## config.mk

```make
export PLATFORM = sky130hd
export DESIGN_NAME = sbcwd_top
export DESIGN_NICKNAME = d
export VERILOG_FILES = /design/src/sbcwd_pkg.sv /design/src/sbcwd_if.sv /design/src/sbcwd_rstgen.sv /design/src/sbcwd_timer.sv /design/src/sbcwd_top.sv
export SDC_FILE = /design/constraint.sdc
export NUM_CORES = 1
export LEC_CHECK = 0
export BUFFER_PORTS_ARGS = -buffer_cell sky130_fd_sc_hd__buf_2
export CAP_MARGIN = 10
export CELL_PAD_IN_SITES_DETAIL_PLACEMENT = 1
export CELL_PAD_IN_SITES_GLOBAL_PLACEMENT = 1
export CORE_AREA = 2 2 115 201
export DETAILED_ROUTE_END_ITERATION = 12
export DIE_AREA = 0 0 117 203
export PLACE_DENSITY_LB_ADDON = 0.15
export SYNTH_ARGS = -nofsm -noshare
export SYNTH_HDL_FRONTEND = slang
export SYNTH_SLANG_ARGS = --single-unit
```

## constraint.sdc

```tcl
create_clock -name REF_CLK -period 5.05 [get_ports REF_CLK]
set_clock_uncertainty 0.2 [all_clocks]
set_input_delay 0.7575 -clock REF_CLK [delete_from_list [all_inputs] [get_ports REF_CLK]]
set_output_delay 0.7575 -clock REF_CLK [all_outputs]
set_load 0.01 [all_outputs]
```

## src/sbcwd_pkg.sv

```systemverilog
// Constants, types and decode helpers of the watchdog and reset block.
package sbcwd_pkg;
   localparam int CLK_PERIOD_NS = 50;
   localparam int TICK_NS = 100000;
   localparam int TICK_CYC = (TICK_NS + CLK_PERIOD_NS - 1) / CLK_PERIOD_NS;
   localparam int TICKS_PER_MS = 1000000 / TICK_NS;
   localparam int RST_BLANK_CYC = 3;
   localparam int EXT_RST_MIN_NS = 1000;
   localparam int EXT_RST_CYC = (EXT_RST_MIN_NS + CLK_PERIOD_NS - 1) / CLK_PERIOD_NS;
   localparam int RST_W0_US = 20000;
   localparam int RST_W1_US = 10000;
   localparam int RST_W2_US = 3600;
   localparam int RST_W3_US = 1000;

   localparam logic [6:0] WDCTL_ADDR = 7'h00;
   localparam logic [6:0] WDSTAT_ADDR = 7'h05;
   localparam logic [6:0] STARTUP_ADDR = 7'h73;
   localparam logic [6:0] CFG_ADDR = 7'h74;

   localparam int MODE_LSB = 5;
   localparam int PERIOD_LSB = 0;
   localparam int UVSEL_LSB = 4;
   localparam int FN_BIT = 3;
   localparam int SD_BIT = 2;
   localparam int RLC_LSB = 4;
   localparam logic [7:0] CFG_WMASK = 8'h3C;
   localparam logic [7:0] CFG_PRESET = 8'h08;
   localparam logic [1:0] RLC_RESET = 2'h0;
   localparam logic [1:0] RLC_SHORTEST = 2'h3;
   localparam logic [1:0] UVSEL_RESET = 2'h0;
   localparam logic [1:0] SYNC_IDLE_HIGH = 2'h3;

   localparam logic [2:0] WMC_AUTO = 3'h1;
   localparam logic [2:0] WMC_TIMEOUT = 3'h2;
   localparam logic [2:0] WMC_WINDOW = 3'h4;
   localparam logic [3:0] NWP_DEFAULT = 4'h4;

   localparam logic [1:0] WDS_OFF = 2'h0;
   localparam logic [1:0] WDS_FIRST = 2'h1;
   localparam logic [1:0] WDS_SECOND = 2'h2;

   localparam logic [1:0] OP_OTHER = 2'h0;
   localparam logic [1:0] OP_NORMAL = 2'h1;
   localparam logic [1:0] OP_STANDBY = 2'h2;

   localparam logic [4:0] RSS_POWER_ON = 5'h00;
   localparam logic [4:0] RSS_EARLY = 5'h0E;
   localparam logic [4:0] RSS_OVERFLOW = 5'h0F;
   localparam logic [4:0] RSS_ILLEGAL = 5'h10;
   localparam logic [4:0] RSS_EXTERNAL = 5'h11;
   localparam logic [4:0] RSS_OVERTEMP = 5'h12;
   localparam logic [4:0] RSS_UNDERVOLT = 5'h13;

   typedef enum logic [1:0] {WD_OFF = 2'h0, WD_TIMEOUT = 2'h1, WD_WINDOW = 2'h3} sbcwd_beh_t;
   typedef enum logic [1:0] {RG_IDLE = 2'h0, RG_PULSE = 2'h1, RG_BLANK = 2'h3} sbcwd_rg_state_t;

   // Returns the period in timer ticks, or zero for a code that is not accepted.
   function automatic logic [15:0] period_ticks(input logic [3:0] code);
      int ms;
      ms = 0;
      case (code)
         4'h8: ms = 8;
         4'h1: ms = 16;
         4'h2: ms = 32;
         4'hB: ms = 64;
         4'h4: ms = 128;
         4'hD: ms = 256;
         4'hE: ms = 1024;
         4'h7: ms = 4096;
         default: ms = 0;
      endcase
      return 16'(ms * TICKS_PER_MS);
   endfunction

   function automatic logic mode_ok(input logic [2:0] code);
      return (code == WMC_AUTO) || (code == WMC_TIMEOUT) || (code == WMC_WINDOW);
   endfunction

   // Least reset pulse width of a width code, in ticks rounded up.
   function automatic logic [7:0] rst_ticks(input logic [1:0] sel);
      int us;
      us = RST_W3_US;
      case (sel)
         2'h0: us = RST_W0_US;
         2'h1: us = RST_W1_US;
         2'h2: us = RST_W2_US;
         default: us = RST_W3_US;
      endcase
      return 8'((us * 1000 + TICK_NS - 1) / TICK_NS);
   endfunction
endpackage

```

## src/sbcwd_if.sv

```systemverilog
// Internal carrier between the supervisor, its watchdog timer and its reset pulse generator.
`timescale 1ns/1ps
`default_nettype none
interface sbcwd_if;
   logic tmr_run;
   logic tmr_restart;
   logic [15:0] tmr_len;
   logic tmr_second_half;
   logic tmr_ovf;
   logic rg_start;
   logic rg_cold;
   logic [1:0] rg_width_sel;
   logic rg_busy;
   logic rg_drive;
   modport tmr (input tmr_run, tmr_restart, tmr_len, output tmr_second_half, tmr_ovf);
   modport rg (input rg_start, rg_cold, rg_width_sel, output rg_busy, rg_drive);
endinterface
`default_nettype wire

```

## src/sbcwd_rstgen.sv

```systemverilog
// Reset pulse generator for the open-drain reset pin.
`timescale 1ns/1ps
`default_nettype none
module sbcwd_rstgen #(
   parameter int TICK_CYC = sbcwd_pkg::TICK_CYC
) (
   input wire logic clk,
   input wire logic rst_n,
   sbcwd_if.rg bus
);
   typedef struct packed {
      sbcwd_pkg::sbcwd_rg_state_t state;
      logic [15:0] presc;
      logic [7:0] ticks;
      logic [7:0] tgt;
   } sbcwd_rg_st_t;

   sbcwd_rg_st_t st_reg;
   sbcwd_rg_st_t st_next;

   // The blank phase covers the pin synchroniser so the own pulse is not seen as external.
   always_comb begin
      st_next = st_reg;
      unique case (st_reg.state)
         sbcwd_pkg::RG_IDLE: begin
            if (bus.rg_start) begin
               st_next.state = sbcwd_pkg::RG_PULSE;
               st_next.presc = '0;
               st_next.ticks = '0;
               if (bus.rg_cold) begin
                  st_next.tgt = sbcwd_pkg::rst_ticks(bus.rg_width_sel);
               end else begin
                  st_next.tgt = sbcwd_pkg::rst_ticks(sbcwd_pkg::RLC_SHORTEST);
               end
            end
         end
         sbcwd_pkg::RG_PULSE: begin
            st_next.presc = st_reg.presc + 16'h0001;
            if (st_reg.presc == 16'(TICK_CYC - 1)) begin
               st_next.presc = '0;
               st_next.ticks = st_reg.ticks + 8'h01;
               if (st_reg.ticks + 8'h01 >= st_reg.tgt) begin
                  st_next.state = sbcwd_pkg::RG_BLANK;
               end
            end
         end
         sbcwd_pkg::RG_BLANK: begin
            st_next.presc = st_reg.presc + 16'h0001;
            if (st_reg.presc == 16'(sbcwd_pkg::RST_BLANK_CYC - 1)) begin
               st_next.presc = '0;
               st_next.state = sbcwd_pkg::RG_IDLE;
            end
         end
         default: begin
            st_next.state = sbcwd_pkg::RG_IDLE;
         end
      endcase
   end

   always_ff @(posedge clk or negedge rst_n) begin
      if (!rst_n) begin
         st_reg <= '{state: sbcwd_pkg::RG_IDLE, default: '0};
      end else begin
         st_reg <= st_next;
      end
   end

   assign bus.rg_drive = (st_reg.state == sbcwd_pkg::RG_PULSE);
   assign bus.rg_busy = (st_reg.state != sbcwd_pkg::RG_IDLE);
endmodule
`default_nettype wire

```

## src/sbcwd_timer.sv

```systemverilog
// Watchdog period timer with half-period flag and overflow pulse.
`timescale 1ns/1ps
`default_nettype none
module sbcwd_timer #(
   parameter int TICK_CYC = sbcwd_pkg::TICK_CYC
) (
   input wire logic clk,
   input wire logic rst_n,
   sbcwd_if.tmr bus
);
   typedef struct packed {
      logic [15:0] presc;
      logic [15:0] cnt;
      logic ovf;
   } sbcwd_tmr_st_t;

   sbcwd_tmr_st_t st_reg;
   sbcwd_tmr_st_t st_next;

   // The count restarts by itself after an overflow, so the timer runs continuously.
   always_comb begin
      st_next = st_reg;
      st_next.ovf = 1'b0;
      if (bus.tmr_restart || !bus.tmr_run) begin
         st_next.presc = '0;
         st_next.cnt = '0;
      end else if (st_reg.presc == 16'(TICK_CYC - 1)) begin
         st_next.presc = '0;
         if (st_reg.cnt + 16'h0001 >= bus.tmr_len) begin
            st_next.cnt = '0;
            st_next.ovf = 1'b1;
         end else begin
            st_next.cnt = st_reg.cnt + 16'h0001;
         end
      end else begin
         st_next.presc = st_reg.presc + 16'h0001;
      end
   end

   always_ff @(posedge clk or negedge rst_n) begin
      if (!rst_n) begin
         st_reg <= '0;
      end else begin
         st_reg <= st_next;
      end
   end

   assign bus.tmr_ovf = st_reg.ovf;
   assign bus.tmr_second_half = bus.tmr_run && (st_reg.cnt >= (bus.tmr_len >> 1));
endmodule
`default_nettype wire

```

## src/sbcwd_top.sv

```systemverilog
// Watchdog supervisor and system reset control of the basis chip.
`timescale 1ns/1ps
`default_nettype none
module sbcwd_top #(
   parameter int TICK_CYC = sbcwd_pkg::TICK_CYC,
   parameter int EXT_RST_CYC = sbcwd_pkg::EXT_RST_CYC
) (
   input wire logic REF_CLK,
   input wire logic RESETN,
   input wire logic REG_WR,
   input wire logic [6:0] REG_ADDR,
   input wire logic [7:0] REG_WDATA,
   output logic [7:0] REG_RDATA,
   output logic SPI_FAIL,
   input wire logic [1:0] SBC_MODE,
   input wire logic RXD_IN,
   output logic RXD_FORCE_LOW,
   input wire logic WAKE_EVENT,
   input wire logic V1_UNDERVOLT,
   input wire logic POWER_ON,
   input wire logic OVERTEMP_EXIT,
   input wire logic RESET_OUT_PIN_IN,
   output logic RESET_OUT_PIN_OUT,
   output logic RESET_OUT_PIN_OE,
   output logic RESET_MODE_REQ,
   output logic [4:0] RESET_SOURCE,
   output logic WDF_PENDING,
   input wire logic WDF_CLEAR,
   output logic CYCLIC_WAKE,
   output logic [1:0] UV_THRESHOLD_SEL
);
   typedef struct packed {
      logic [1:0] rxd_s;
      logic [1:0] reset_out_pin_s;
      logic [1:0] uv_s;
      logic uv_prev;
      logic [2:0] watchdog_mode_select;
      logic [3:0] watchdog_period_select;
      logic [1:0] reset_width_select;
      logic [7:0] cfg;
      logic [1:0] uvsel;
      logic [4:0] reset_source;
      logic watchdog_failure_event;
      logic rxd_force;
      sbcwd_pkg::sbcwd_beh_t beh;
      logic restart;
      logic [7:0] rdata;
      logic spi_fail;
      logic rst_req;
      logic cold;
      logic wake;
      logic [7:0] ext_cnt;
   } sbcwd_top_st_t;

   sbcwd_top_st_t st_reg;
   sbcwd_top_st_t st_next;
   sbcwd_pkg::sbcwd_beh_t beh;
   sbcwd_if bus();

   sbcwd_timer #(.TICK_CYC(TICK_CYC)) u_timer (
      .clk(REF_CLK),
      .rst_n(RESETN),
      .bus(bus.tmr)
   );

   sbcwd_rstgen #(.TICK_CYC(TICK_CYC)) u_rstgen (
      .clk(REF_CLK),
      .rst_n(RESETN),
      .bus(bus.rg)
   );

   // Watchdog behaviour from overrides, selected mode and chip operating mode.
   always_comb begin
      logic fn;
      logic sd;
      logic rxd_low;
      fn = st_reg.cfg[sbcwd_pkg::FN_BIT];
      sd = st_reg.cfg[sbcwd_pkg::SD_BIT];
      rxd_low = !st_reg.rxd_s[1] || st_reg.rxd_force;
      beh = sbcwd_pkg::WD_OFF;
      if (!fn) begin
         if (SBC_MODE == sbcwd_pkg::OP_NORMAL) begin
            if (st_reg.watchdog_mode_select == sbcwd_pkg::WMC_WINDOW) begin
               beh = sbcwd_pkg::WD_WINDOW;
            end else if (st_reg.watchdog_mode_select == sbcwd_pkg::WMC_TIMEOUT || !sd) begin
               beh = sbcwd_pkg::WD_TIMEOUT;
            end
         end else if (SBC_MODE == sbcwd_pkg::OP_STANDBY) begin
            if (st_reg.watchdog_mode_select != sbcwd_pkg::WMC_AUTO) begin
               beh = sbcwd_pkg::WD_TIMEOUT;
            end else if (!sd && rxd_low) begin
               beh = sbcwd_pkg::WD_TIMEOUT;
            end
         end
      end
   end

   always_comb begin
      logic [2:0] new_mode;
      logic [3:0] new_per;
      logic wd_wr;
      logic valid;
      logic trig;
      logic fire;
      logic [4:0] cause;
      logic [1:0] watchdog_state;
      new_mode = REG_WDATA[sbcwd_pkg::MODE_LSB +: 3];
      new_per = REG_WDATA[sbcwd_pkg::PERIOD_LSB +: 4];
      wd_wr = REG_WR && (REG_ADDR == sbcwd_pkg::WDCTL_ADDR);
      valid = sbcwd_pkg::mode_ok(new_mode) && (sbcwd_pkg::period_ticks(new_per) != 16'h0000);
      trig = 1'b0;
      fire = 1'b0;
      cause = st_reg.reset_source;
      watchdog_state = sbcwd_pkg::WDS_OFF;
      st_next = st_reg;
      st_next.rxd_s = {st_reg.rxd_s[0], RXD_IN};
      st_next.reset_out_pin_s = {st_reg.reset_out_pin_s[0], RESET_OUT_PIN_IN};
      st_next.uv_s = {st_reg.uv_s[0], V1_UNDERVOLT};
      st_next.uv_prev = st_reg.uv_s[1];
      st_next.spi_fail = 1'b0;
      st_next.rst_req = 1'b0;
      st_next.wake = 1'b0;
      st_next.beh = beh;

      if (wd_wr && !valid) begin
         st_next.spi_fail = 1'b1;
      end else if (wd_wr && SBC_MODE == sbcwd_pkg::OP_NORMAL && new_mode != st_reg.watchdog_mode_select) begin
         fire = 1'b1;
         cause = sbcwd_pkg::RSS_ILLEGAL;
      end else if (wd_wr) begin
         st_next.watchdog_mode_select = new_mode;
         st_next.watchdog_period_select = new_per;
         trig = 1'b1;
         if (st_reg.beh == sbcwd_pkg::WD_WINDOW && !bus.tmr_second_half) begin
            fire = 1'b1;
            cause = sbcwd_pkg::RSS_EARLY;
         end
      end
      if (REG_WR && REG_ADDR == sbcwd_pkg::STARTUP_ADDR) begin
         st_next.reset_width_select = REG_WDATA[sbcwd_pkg::RLC_LSB +: 2];
      end
      if (REG_WR && REG_ADDR == sbcwd_pkg::CFG_ADDR) begin
         st_next.cfg = REG_WDATA & sbcwd_pkg::CFG_WMASK;
      end

      // A failure set by an overflow wins over a clear in the same cycle.
      if (WDF_CLEAR) begin
         st_next.watchdog_failure_event = 1'b0;
      end
      if (bus.tmr_ovf && st_reg.beh == sbcwd_pkg::WD_WINDOW) begin
         fire = 1'b1;
         cause = sbcwd_pkg::RSS_OVERFLOW;
      end
      if (bus.tmr_ovf && st_reg.beh == sbcwd_pkg::WD_TIMEOUT) begin
         if (st_reg.watchdog_failure_event) begin
            fire = 1'b1;
            cause = sbcwd_pkg::RSS_OVERFLOW;
         end else begin
            st_next.watchdog_failure_event = 1'b1;
         end
         if (SBC_MODE == sbcwd_pkg::OP_STANDBY) begin
            st_next.wake = 1'b1;
         end
      end

      if (SBC_MODE != sbcwd_pkg::OP_STANDBY) begin
         st_next.rxd_force = 1'b0;
      end
      if (WAKE_EVENT && SBC_MODE == sbcwd_pkg::OP_STANDBY) begin
         st_next.rxd_force = 1'b1;
      end

      // Own drive and its echo through the synchroniser are masked by the busy flag.
      if (!st_reg.reset_out_pin_s[1] && !bus.rg_busy && !st_reg.rst_req) begin
         if (st_reg.ext_cnt != 8'hFF) begin
            st_next.ext_cnt = st_reg.ext_cnt + 8'h01;
         end
      end else begin
         st_next.ext_cnt = 8'h00;
      end
      if (st_reg.ext_cnt == 8'(EXT_RST_CYC - 1)) begin
         fire = 1'b1;
         cause = sbcwd_pkg::RSS_EXTERNAL;
      end
      if (OVERTEMP_EXIT) begin
         fire = 1'b1;
         cause = sbcwd_pkg::RSS_OVERTEMP;
      end
      if (POWER_ON) begin
         fire = 1'b1;
         cause = sbcwd_pkg::RSS_POWER_ON;
         st_next.uvsel = st_reg.cfg[sbcwd_pkg::UVSEL_LSB +: 2];
      end
      if (st_reg.uv_s[1] && !st_reg.uv_prev) begin
         fire = 1'b1;
         cause = sbcwd_pkg::RSS_UNDERVOLT;
      end

      if (fire && !bus.rg_busy && !st_reg.rst_req) begin
         st_next.reset_source = cause;
         st_next.rst_req = 1'b1;
         st_next.cold = st_reg.uv_s[1] || cause == sbcwd_pkg::RSS_POWER_ON
            || cause == sbcwd_pkg::RSS_OVERTEMP || cause == sbcwd_pkg::RSS_UNDERVOLT;
         st_next.watchdog_period_select = sbcwd_pkg::NWP_DEFAULT;
         if (st_reg.cfg[sbcwd_pkg::SD_BIT]) begin
            st_next.watchdog_mode_select = sbcwd_pkg::WMC_AUTO;
         end else begin
            st_next.watchdog_mode_select = sbcwd_pkg::WMC_TIMEOUT;
         end
      end
      st_next.restart = trig || st_next.rst_req || (beh != st_reg.beh);

      if (st_reg.beh == sbcwd_pkg::WD_OFF) begin
         watchdog_state = sbcwd_pkg::WDS_OFF;
      end else if (bus.tmr_second_half) begin
         watchdog_state = sbcwd_pkg::WDS_SECOND;
      end else begin
         watchdog_state = sbcwd_pkg::WDS_FIRST;
      end
      case (REG_ADDR)
         sbcwd_pkg::WDCTL_ADDR: st_next.rdata = {st_reg.watchdog_mode_select, 1'b0, st_reg.watchdog_period_select};
         sbcwd_pkg::WDSTAT_ADDR: st_next.rdata = {4'h0, st_reg.cfg[3:2], watchdog_state};
         sbcwd_pkg::STARTUP_ADDR: st_next.rdata = {2'h0, st_reg.reset_width_select, 4'h0};
         sbcwd_pkg::CFG_ADDR: st_next.rdata = st_reg.cfg;
         default: st_next.rdata = 8'h00;
      endcase
   end

   always_ff @(posedge REF_CLK or negedge RESETN) begin
      if (!RESETN) begin
         st_reg <= '{rxd_s: sbcwd_pkg::SYNC_IDLE_HIGH, reset_out_pin_s: sbcwd_pkg::SYNC_IDLE_HIGH,
            watchdog_mode_select: sbcwd_pkg::WMC_TIMEOUT, watchdog_period_select: sbcwd_pkg::NWP_DEFAULT,
            reset_width_select: sbcwd_pkg::RLC_RESET, cfg: sbcwd_pkg::CFG_PRESET,
            uvsel: sbcwd_pkg::UVSEL_RESET, reset_source: sbcwd_pkg::RSS_POWER_ON,
            beh: sbcwd_pkg::WD_OFF, default: '0};
      end else begin
         st_reg <= st_next;
      end
   end

   assign bus.tmr_run = (st_reg.beh != sbcwd_pkg::WD_OFF);
   assign bus.tmr_restart = st_reg.restart;
   assign bus.tmr_len = sbcwd_pkg::period_ticks(st_reg.watchdog_period_select);
   assign bus.rg_start = st_reg.rst_req;
   assign bus.rg_cold = st_reg.cold;
   assign bus.rg_width_sel = st_reg.reset_width_select;

   assign REG_RDATA = st_reg.rdata;
   assign SPI_FAIL = st_reg.spi_fail;
   assign RXD_FORCE_LOW = st_reg.rxd_force;
   assign RESET_OUT_PIN_OUT = 1'b0;
   assign RESET_OUT_PIN_OE = bus.rg_drive;
   assign RESET_MODE_REQ = st_reg.rst_req;
   assign RESET_SOURCE = st_reg.reset_source;
   assign WDF_PENDING = st_reg.watchdog_failure_event;
   assign CYCLIC_WAKE = st_reg.wake;
   assign UV_THRESHOLD_SEL = st_reg.uvsel;
endmodule
`default_nettype wire

```

==> results.md <==
* Result of the run: complete, no violations
* Clock latency on the worst-skew pair at 420 ps
* Routed Antenna Nets at 0
* I/O Pins at 49
* Reg area at 2960 µm²
* Slew Limit Fails at 0
* First-pass GRT wire length at 34,000 µm
* Final Hold Fails at 0
* Initial core utilization at 0.346
* Cts-stage hold buffer count at 0
* CTS resizes at 0
* Total CTS buffers at 17
* Power, Total at 2.42 mW
* Via count at 6,195
* Fillers at 2,551
* Pre-Repair DR Iteration Count at 4
* Most frequent cells in the layout: dfrtp_1 (111), ha_1 (75), nand2_1 (74), o21ai_0 (59), nor2_1 (58)
* Post-DR wirelength/cell at 17.6 µm
* Synth top area cells: dfrtp_1 (36%), ha_1 (12%), o21ai_0 (3.9%)
* Combinational power share at 0.085
* Critical Path Start Type: flip-flop
* Async set-reset flop share out of synthesis at 1.00
* Final std cells w/o fill at 1,163
* Total of max-cap violations at 0
* Multi-input gate area at 4320 µm²
* RD Place Congestion at 0.802
* CTS tree: done
* Psw at 0.635 mW
* Kind of critical path: reg2reg
* Leak pwr at 4.18 nW
* DRC viols at 0
* Switching share of total power at 0.262
* Gr usage total at 0.183
* Number of global-route vias before repair at 6,889
* HPWL Detailed at 16,000 µm
* GR Overflow Total at 0
* Yosys top cell area share at 0.364
* Area growth, synth to finish at 14.1%
* Required time worst endpoint at 5190 ps
* Tightest Pin Transition at 867 ps
* Int Power at 1.78 mW
* Iter 0 DRT Violations at 263
* Netlist cell types at 71
* FP Rows at 72
* Place WS at 418 ps
* Bufs on Longest Clock Path at 2
* Worst vdd ir at 0.212 mV
* Setup_tns at 0 ps
* Final number of setup-violating endpoints at 0
* Worst Path Arrival at 4760 ps
* H-tree depth at 4
* Netlist Area Pre-Place at 7640 µm²
* PnR worst setup slack at 435 ps
* Die Ht at 203 µm
* Mapped Avg Cell Area at 9.40 µm²
* Reg clk slew, reported paths at 60 ps
* Worst Setup SP: st_reg[43]$_DFFE_PN0P_
* Largest net degree at the start of global routing at 43
* Dominant cell type by area after synthesis: dfrtp_1
* Initial antenna violation count at 0
* Die Wd at 117 µm
* Reg power frac at 0.409
* Worst slew margin at 0.414
* Share of layout cells above drive strength 1 at 0.142
* Synth warn at 0
* RSZ-0062 raised after global routing: false
* Placed cells at 1,131
* Layout Nets at 958
* Clock root buffer: clkbuf_16
* Post-synth EDFFs at 0
* Clock power frac at 0.506
* Min Clock Period, post-route at 4620 ps
* Final WL at 20,500 µm
* Clk sinks at 118
* Top FF cell, synth: dfrtp_1
* Final Cycle Share at 0.914
* Sequential area share after synthesis at 0.388
* Setup Buffers After CTS at 0
* Hold WC Path Type: in2async
* Die area at 23,800 µm²
* Port buffer count at 47
* Power Density at 278 nW/µm²
* Gate Count Post-Synth at 813
* Vias per std cell at 5.33
* R2R Setup Slk at 430 ps
* Crit-path max FO at 13
* FF+latch count, synth at 118
* Core Region at 22,100 µm²
* Number of diodes at 0
* R2r startpoint: st_reg[43]$_DFFE_PN0P_
* Most common cell after layout, fill and taps aside: dfrtp_1
* Fmax at 217 MHz
* Critical Path Sink Type: flip-flop
* Max reg flops at 33
-- metrics by stage --
stage,instance area (µm²),util,hold slack [ps]
global route,8720,0.395,147
global placement,8120,0.368,146
floorplan,7650,-,131
finish,8720,0.395,112
detailed placement,8120,0.368,147
CTS,8720,0.395,125
-- cell usage after synthesis, drive strengths merged (15+ instances only) --
library cell / n
dfrtp: 111
ha: 75
nand2: 75
o21ai: 60
nor2: 59
nand3: 47
inv: 46
a21oi: 32
and3: 24
buf: 22
xnor2: 22
xor2: 22
nor2b: 15
nor3: 15
-- per-layer routing --
layer,wire (µm),vias up,track usage,part of all wire
met5,0,-,0,0
met3,366,32,0.0293,0.018
li1,-,2975,-,-
met4,522,0,0.0735,0.025
met1,8040,3122,0.196,0.39
met2,11600,66,0.347,0.56
-- critical path, stage by stage (launching register included) --
cell and delay (ps):
dfrtp_1 460, or4b_2 740, inv_1 90, ha_1 160
inv_1 60, fa_1 420, nor2b_1 120, o21ai_0 90
nand2b_1 110, nand3_1 100, xor2_1 210, ha_1 270
nand3_1 100, o22ai_1 80, nor3_1 360, nand4b_4 220
a31oi_4 310, buf_4 240, nand2_1 80, o21a_1 120
-- final timing paths --
path,to,cells past startpoint
setup / recovery,st_reg[47]$_DFFE_PN1P_,19
hold / removal,u_rstgen.st_reg[10]$_DFFE_PN0P_,1
setup reg to reg,st_reg[47]$_DFFE_PN1P_,19
hold reg to reg,st_reg[55]$_DFF_PN1_,0
max in group asynchronous,st_reg[47]$_DFFE_PN1P_,2
min in group REF_CLK,st_reg[55]$_DFF_PN1_,0
-- power groups by stage --
stage | logic (mW) | clock network [mW] | registers, mW
4_1_cts | 0.211 | 1.26 | 0.991
3_3_place_gp | 0.201 | 0 | 1.01
6_report | 0.206 | 1.22 | 0.990
2_1_floorplan | 0.138 | 0 | 0.996
3_5_place_dp | 0.210 | 0 | 1.01
5_1_grt | 0.235 | 1.30 | 0.993
-- area by class of cell --
class                      count  share of cell area
tap                          296              0.0425
sequential                   118               0.340
clock inverter                15              0.0192
inverter                      46              0.0198
timing repair buffer          55              0.0342
multi-input combinational    616               0.496
clock buffer                  17              0.0488
-- cells by family after synthesis --
family	Yosys count	synth area share
other	1	0.000491
adder cells (fa/ha/maj)	77	0.128
AO/OA/AOI/OAI	171	0.153
AND/OR/NAND/NOR	301	0.204
flip-flops	118	0.388
XOR/XNOR	44	0.0504
multiplexers	20	0.0277
buffers and inverters	81	0.0486
No activity file was read; power rests on OpenSTA's default activity.
